**config.mk**
```make
export PLATFORM = sky130hd
export DESIGN_NAME = aro_port
export DESIGN_NICKNAME = d
export VERILOG_FILES = /design/src/aro_pkg.sv /design/src/aro_port.sv /design/src/aro_shifter.sv
export SDC_FILE = /design/constraint.sdc
export NUM_CORES = 1
export LEC_CHECK = 0
export BUFFER_PORTS_ARGS = -buffer_cell sky130_fd_sc_hd__buf_2
export CAP_MARGIN = 20
export CORE_AREA = 2 2 72 74
export DETAILED_ROUTE_END_ITERATION = 6
export DIE_AREA = 0 0 74 76
export PLACE_DENSITY = 0.75
export REMOVE_ABC_BUFFERS = 1
export SETUP_SLACK_MARGIN = 0.2
export SLEW_MARGIN = 15
export SYNTH_ARGS = -nofsm -noshare
export SYNTH_HDL_FRONTEND = slang
export SYNTH_SLANG_ARGS = --single-unit
```
**constraint.sdc**
```tcl
create_clock -name clk -period 4.2 [get_ports clk]
set_clock_uncertainty 0.05 [all_clocks]
set_input_delay 0 -clock clk [delete_from_list [all_inputs] [get_ports clk]]
set_output_delay 0 -clock clk [all_outputs]
set_load 0.01 [all_outputs]
```
**src/aro_pkg.sv**
```systemverilog
/*
 * shared constants of the read-only serial result port
 * assumes one 100 MHz system clock and a crystal clock sampled as a pin
 */
package aro_pkg;

    // ****************************************************
    // result word
    // ****************************************************
    localparam int         WORD_BITS  = 24;
    localparam int         INDEX_W    = 5;
    localparam logic [4:0] INDEX_LAST = 5'h17;
    localparam logic [4:0] INDEX_DONE = 5'h18;

    // ****************************************************
    // conversion timing in crystal periods
    // ****************************************************
    localparam int          DIV_FILTER  = 69;
    localparam int          DIV_DECIM   = 8;
    localparam int          DIV_STAGE   = 3;
    localparam int          TICK_W      = 11;
    localparam int          CONV_TICKS  = DIV_FILTER * DIV_DECIM * DIV_STAGE;
    localparam logic [10:0] TICK_LAST   = 11'(CONV_TICKS - 1);
    localparam logic [10:0] TICK_PRE    = 11'(CONV_TICKS - 2);
    localparam logic [1:0]  SETTLE_LAST = 2'h1;

    // ****************************************************
    // pin levels and read states
    // ****************************************************
    localparam logic MODE_MASTER = 1'b0;

    typedef enum logic [1:0] {
        RD_STANDBY,
        RD_BUSY,
        RD_READY,
        RD_SHIFT
    } aro_read_type;

endpackage

```
**src/aro_port.sv**
```systemverilog
/*
 * read-only serial result port of a converter, master or slave clocking
 * assumes pins csN, modeSel, crystalClock and sclkIn are asynchronous,
 * resultData comes from the filter on clk
 */
`timescale 1ns/1ns
module aro_port
    import aro_pkg::*;
(
    input  wire logic                 clk,
    input  wire logic                 rst,
    input  wire logic                 csN,
    input  wire logic                 modeSel,
    input  wire logic                 crystalClock,
    input  wire logic                 sclkIn,
    input  wire logic [WORD_BITS-1:0] resultData,
    output      logic                 sclkOut,
    output      logic                 sclkOe,
    output      logic                 doutRdy,
    output      logic                 doutOe,
    output      logic                 standby
);

    // ****************************************************
    // pin synchronisers
    // ****************************************************
    logic [3:0]         syncA;
    logic [3:0]         syncB;
    logic               xtalLast;
    logic               sclkLast;
    logic               sel;
    logic               master;
    logic               xtalRise;
    logic               xtalFall;
    logic               sclkRise;
    logic               sclkFall;
    logic               riseEdge;
    logic               fallEdge;
    logic [TICK_W-1:0]  tickCnt;
    logic [1:0]         settleCnt;
    logic               convDone;
    logic               preUpdate;
    aro_read_type       rdState;
    aro_read_type       next_rdState;
    logic               serialBit;
    logic [INDEX_W-1:0] bitIndex;
    logic               advance;
    logic               count;

    always_ff @(posedge clk) begin
        if (rst) begin
            syncA    <= 4'hF;
            syncB    <= 4'hF;
            xtalLast <= 1'b1;
            sclkLast <= 1'b1;
        end else begin
            syncA    <= {csN, modeSel, crystalClock, sclkIn};
            syncB    <= syncA;
            xtalLast <= syncB[1];
            sclkLast <= syncB[0];
        end
    end

    assign sel      = ~syncB[3];
    assign master   = (syncB[2] == MODE_MASTER);
    assign xtalRise = syncB[1] & ~xtalLast;
    assign xtalFall = ~syncB[1] & xtalLast;
    assign sclkRise = syncB[0] & ~sclkLast;
    assign sclkFall = ~syncB[0] & sclkLast;
    assign riseEdge = master ? xtalRise : sclkRise;
    assign fallEdge = master ? xtalFall : sclkFall;

    // ****************************************************
    // conversion timing
    // ****************************************************
    // one result per 1656 crystal periods
    always_ff @(posedge clk) begin
        if (rst || !sel) begin
            tickCnt <= '0;
        end else if (xtalRise) begin
            tickCnt <= (tickCnt == TICK_LAST) ? '0 : tickCnt + 11'h001;
        end
    end

    always_ff @(posedge clk) begin
        if (rst || !sel) begin
            settleCnt <= '0;
        end else if (xtalRise && tickCnt == TICK_LAST
                     && settleCnt != SETTLE_LAST) begin
            settleCnt <= settleCnt + 2'h1;
        end
    end

    assign convDone  = sel && xtalRise && tickCnt == TICK_LAST
                       && settleCnt == SETTLE_LAST;
    assign preUpdate = sel && xtalRise && tickCnt == TICK_PRE
                       && settleCnt == SETTLE_LAST;

    // ****************************************************
    // read sequencer
    // ****************************************************
    always_comb begin
        next_rdState = rdState;
        unique case (rdState)
            RD_STANDBY: begin
                if (sel) begin
                    next_rdState = RD_BUSY;
                end
            end
            RD_BUSY: begin
                if (convDone) begin
                    next_rdState = RD_READY;
                end
            end
            RD_READY: begin
                // in master mode, first clock after a crystal high half
                if (preUpdate) begin
                    next_rdState = RD_BUSY;
                end else if (fallEdge) begin
                    next_rdState = RD_SHIFT;
                end
            end
            RD_SHIFT: begin
                if (preUpdate) begin
                    next_rdState = RD_BUSY;
                // leave one cycle after the 24th rise
                end else if (bitIndex == INDEX_DONE) begin
                    next_rdState = RD_BUSY;
                end
            end
        endcase
        if (!sel) begin
            next_rdState = RD_STANDBY;
        end
    end

    always_ff @(posedge clk) begin
        if (rst) begin
            rdState <= RD_STANDBY;
        end else begin
            rdState <= next_rdState;
        end
    end

    // present on fall, count on rise
    assign advance = (rdState == RD_READY || rdState == RD_SHIFT)
                     && fallEdge && !preUpdate;
    assign count   = (rdState == RD_SHIFT) && riseEdge;

    aro_shifter u_shifter (
        .clk      (clk),
        .rst      (rst),
        .clear    (!sel),
        .load     (convDone),
        .loadData (resultData),
        .advance  (advance),
        .count    (count),
        .serialBit(serialBit),
        .bitIndex (bitIndex)
    );

    // ****************************************************
    // pin drivers
    // ****************************************************
    // high unless ready or shifting
    // leaving to busy raises the line
    assign doutRdy = (rdState == RD_READY) ? 1'b0
                   : (rdState == RD_SHIFT) ? serialBit : 1'b1;

    // master drives clock, slave floats it
    always_ff @(posedge clk) begin
        if (rst) begin
            sclkOe  <= 1'b0;
            doutOe  <= 1'b0;
            standby <= 1'b1;
        end else begin
            sclkOe  <= sel && master;
            doutOe  <= sel;
            standby <= !sel;
        end
    end

    // idle high, low half in each bit
    always_ff @(posedge clk) begin
        if (rst) begin
            sclkOut <= 1'b1;
        end else if (next_rdState == RD_SHIFT && master && xtalFall) begin
            sclkOut <= 1'b0;
        end else if (xtalRise || next_rdState != RD_SHIFT) begin
            sclkOut <= 1'b1;
        end
    end

    localparam logic [TICK_W+1:0] SETTLE_MIN = 13'(2 * CONV_TICKS - 1);

    logic              shifting;
    logic [TICK_W+1:0] selRises;

    assign shifting = (rdState == RD_SHIFT);

    always_ff @(posedge clk) begin
        if (rst || !sel) begin
            selRises <= '0;
        end else if (xtalRise && selRises != '1) begin
            selRises <= selRises + 13'h0001;
        end
    end
endmodule

```
**src/aro_shifter.sv**
```systemverilog
/*
 * output word holder and bit position counter
 * assumes load, advance and count are one-cycle pulses on clk
 */
`timescale 1ns/1ns
module aro_shifter
    import aro_pkg::*;
(
    input  wire logic                 clk,
    input  wire logic                 rst,
    input  wire logic                 clear,
    input  wire logic                 load,
    input  wire logic [WORD_BITS-1:0] loadData,
    input  wire logic                 advance,
    input  wire logic                 count,
    output      logic                 serialBit,
    output      logic [INDEX_W-1:0]   bitIndex
);

    logic [WORD_BITS-1:0] word;

    // ****************************************************
    // word storage
    // ****************************************************
    always_ff @(posedge clk) begin
        if (rst || clear) begin
            word <= '0;
        end else if (load) begin
            word <= loadData;
        end
    end

    // ****************************************************
    // bit position, kept across pauses
    // ****************************************************
    // position survives gaps
    always_ff @(posedge clk) begin
        if (rst || clear || load) begin
            bitIndex <= '0;
        end else if (count && bitIndex != INDEX_DONE) begin
            bitIndex <= bitIndex + 5'h01;
        end
    end

    // ****************************************************
    // bit presented after a falling edge
    // ****************************************************
    // most significant bit first
    always_ff @(posedge clk) begin
        if (rst || clear || load) begin
            serialBit <= 1'b1;
        end else if (advance && bitIndex < INDEX_DONE) begin
            serialBit <= word[INDEX_LAST - bitIndex];
        end
    end

endmodule

```
==> flow_metrics.tcl <==
set metrics [dict create \
    setup_tns_ps 0 \
    crit_path_cell_trace "nor2b_1 > nand2_1 > nor3b_4 > nand2_1 > a21oi_1" \
    rr_startpoint "syncB[1]" \
    h-tree-depth 3 \
    ys_types 46 \
    synth_edf_count 0 \
    start_kind "register" \
    hold_path.class "reg -> reg" \
    post_cts_buffers 0 \
    netlist_area_um2 2520 \
    finalWorstSetupSlack_ps 1830 \
    place_area_um2 2720 \
    ys_ff_latch 59 \
    worstPathRequired_ps 4400 \
    grt_pass1_wl_um 8770 \
    cts_buffers 9 \
    cts-root-buf "clkbuf_8" \
    final_cell_mix "nand2_1, dfxtp_1, buf_2, dlygate4sd3_1, a21oi_1" \
    fin_hold_ws_ps 362 \
    drt_iter0_drc 84 \
    ys_seq_area_share_pct 46.9 \
    wl_per_cell_um 12.3 \
    io_buffer_count 34 \
    power_switching_mw 0.227 \
    nNetsFinal 374 \
    r2r-end "u_shifter.word[20]" \
    yosys_warnings 0 \
    track_usage_pct 20.1 \
    endpoint "u_shifter.word[20]" \
    dp_hpwl_um 3060 \
    cts_hold_buf 33 \
    cp-end-kind "register" \
    via_per_inst 5.03 \
    wirelength_um 5080 \
    r2r_slack_ps 1830 \
    worstMarginPinSlew_ps 879 \
    cp_common_cell "nand2_1" \
    internal-power_mw 0.844 \
    route.detailed.drc 0 \
    grt_antenna_before_repair 0 \
    pwr-share-clk_pct 42.4 \
    cts-resized-gates 0 \
    fin_total_pwr_mw 1.07 \
    cap_violations 0 \
    vias 2078 \
    grt_max_degree 31 \
    place_ws_ps 1890 \
    syn2layout_area_growth_pct 28.0 \
    crit_type "reg -> reg" \
    die-width_um 74 \
    cp.depth 5 \
    rsz0062_at_grt "false" \
    setup.worst_path.start "syncB[1]" \
    insertedDiodeCount 0 \
    clk_pin_slew_worst_paths_ps 60 \
    worstSkewPairLatency_ps 330 \
    status "finished clean" \
    ant_nets 0 \
    rows 26 \
    die_area_um2 5620 \
    slew_headroom_pct 41.4 \
    firstDrtPassIters 4 \
    power_density_nw_per_um2 333 \
    netSwitchingFraction_pct 21.2 \
    ioPinCount 35 \
    maxSlewViolCount 0 \
    gp_congestion 0.806 \
    path_buf_inv 0 \
    critPathMaxFanout 23 \
    coreArea_um2 4910 \
    syn_inst 272 \
    p_seq_share_pct 52.9 \
    synth_area_per_cell_um2 9.25 \
    cpPeakStageDelay_ps 770 \
    combPwrFrac_pct 4.7 \
    p_leak_nw 1.17 \
    start_util_pct 51.2 \
    final_util_pct 65.6 \
    drive_gt1_share_pct 22.2 \
    grt_pass1_vias 2038 \
    fin_crit_ps 2370 \
    hold_viol_final 0 \
    reg2regPathDepth 5 \
    clockBufferDepth 2 \
    crit_slowest_cell "nor3b_4" \
    post-place-cells 364 \
    final_cells 413 \
    cp_top_family "simple AND/OR/NAND/NOR gates" \
    setup_violations 0 \
    async_flop_share_pct 0 \
    cts_tree "built" \
    final_area_um2 3220 \
    fin_crit_sh_pct 56.4 \
    irDropWorstVdd_mv 0.235 \
    fmax_mhz 422 \
    worstPathArrival_ps 2570 \
    die_h_um 76 \
    clock-sinks 59 \
    overflow 0 \
    synthFlopType "dfxtp_1" \
]
==> worst min path at each step <==
stage	startpoint	endpoint	slack [ps]	depth (start not counted)
after floorplan	rst	rdState[1]	30	1
after global placement	csN	syncA[3]	130	2
after detailed placement	csN	syncA[3]	130	2
after CTS	syncA[1]	syncB[1]	360	1
after global routing	syncA[0]	syncB[0]	380	1
final	syncA[2]	syncB[2]	360	1
==> cells by family after synthesis <==
kind of cell | after synthesis | share of synthesized area (%)
mux | 10 | 6.61
xor+xnor | 13 | 4.53
flops | 59 | 46.9
fa+ha+maj | 6 | 2.98
buf+inv | 18 | 3.08
compound gates | 41 | 9.60
simple gates | 125 | 26.3
==> cell usage after synthesis, types with 2 or more instances <==
library cell	count	area share [%]
inv_1	6	0.90
xor2_1	8	2.8
nand3b_1	2	0.60
and3b_1	3	1.0
and3_1	4	0.99
a21oi_1	27	5.4
nor2_1	20	3.0
ha_1	6	3.0
xnor2_1	5	1.7
clkbuf_1	8	1.2
a211oi_1	2	0.60
mux4_2	5	4.5
and2_1	2	0.50
buf_4	2	0.60
nand2_1	59	8.8
dfxtp_1	59	47
or2_2	11	2.7
o21ai_0	6	1.2
nand4_1	5	1.2
mux2_2	3	1.3
or3_1	3	0.75
mux2i_1	2	0.80
==> routing by layer <==
layer / vias up / GRT usage [%] / wire [um]
met4: 0 / 9.09 / 86
li1: 1060 / - / -
met1: 968 / 24.3 / 2300
met2: 43 / 33.1 / 2520
met3: 7 / 5.16 / 173
met5: - / 0 / 0
==> final cells by class <==
| class | instances | area (um2) |
|---|---|---|
| Clock buffer | 14 | 163 |
| Clock inverter | 2 | 10.0 |
| Fill cell | 402 | 1690 |
| Inverter | 6 | 22.5 |
| Multi-Input combinational cell | 195 | 1260 |
| Sequential cell | 59 | 1180 |
| Tap cell | 70 | 87.6 |
| Timing Repair Buffer | 67 | 500 |
==> state kept, by name, summed over array words and instances (netlist names), 2 cells and up <==
name / flops
syncB: 4
settleCnt: 2
tickCnt: 11
u_shifter.bitIndex: 5
rdState: 2
syncA: 4
u_shifter.word: 24
==> power by group through the flow <==
| stage | Sequential [mW] | Combinational, mW | Clock, mW |
|---|---|---|---|
| after floorplan | 0.579 | 0.00909 | 0 |
| after global placement | 0.580 | 0.0257 | 0 |
| after detailed placement | 0.580 | 0.0257 | 0 |
| after CTS | 0.567 | 0.0490 | 0.461 |
| after global routing | 0.568 | 0.0548 | 0.488 |
| final | 0.567 | 0.0499 | 0.454 |
(Power assumes the default switching activity.)
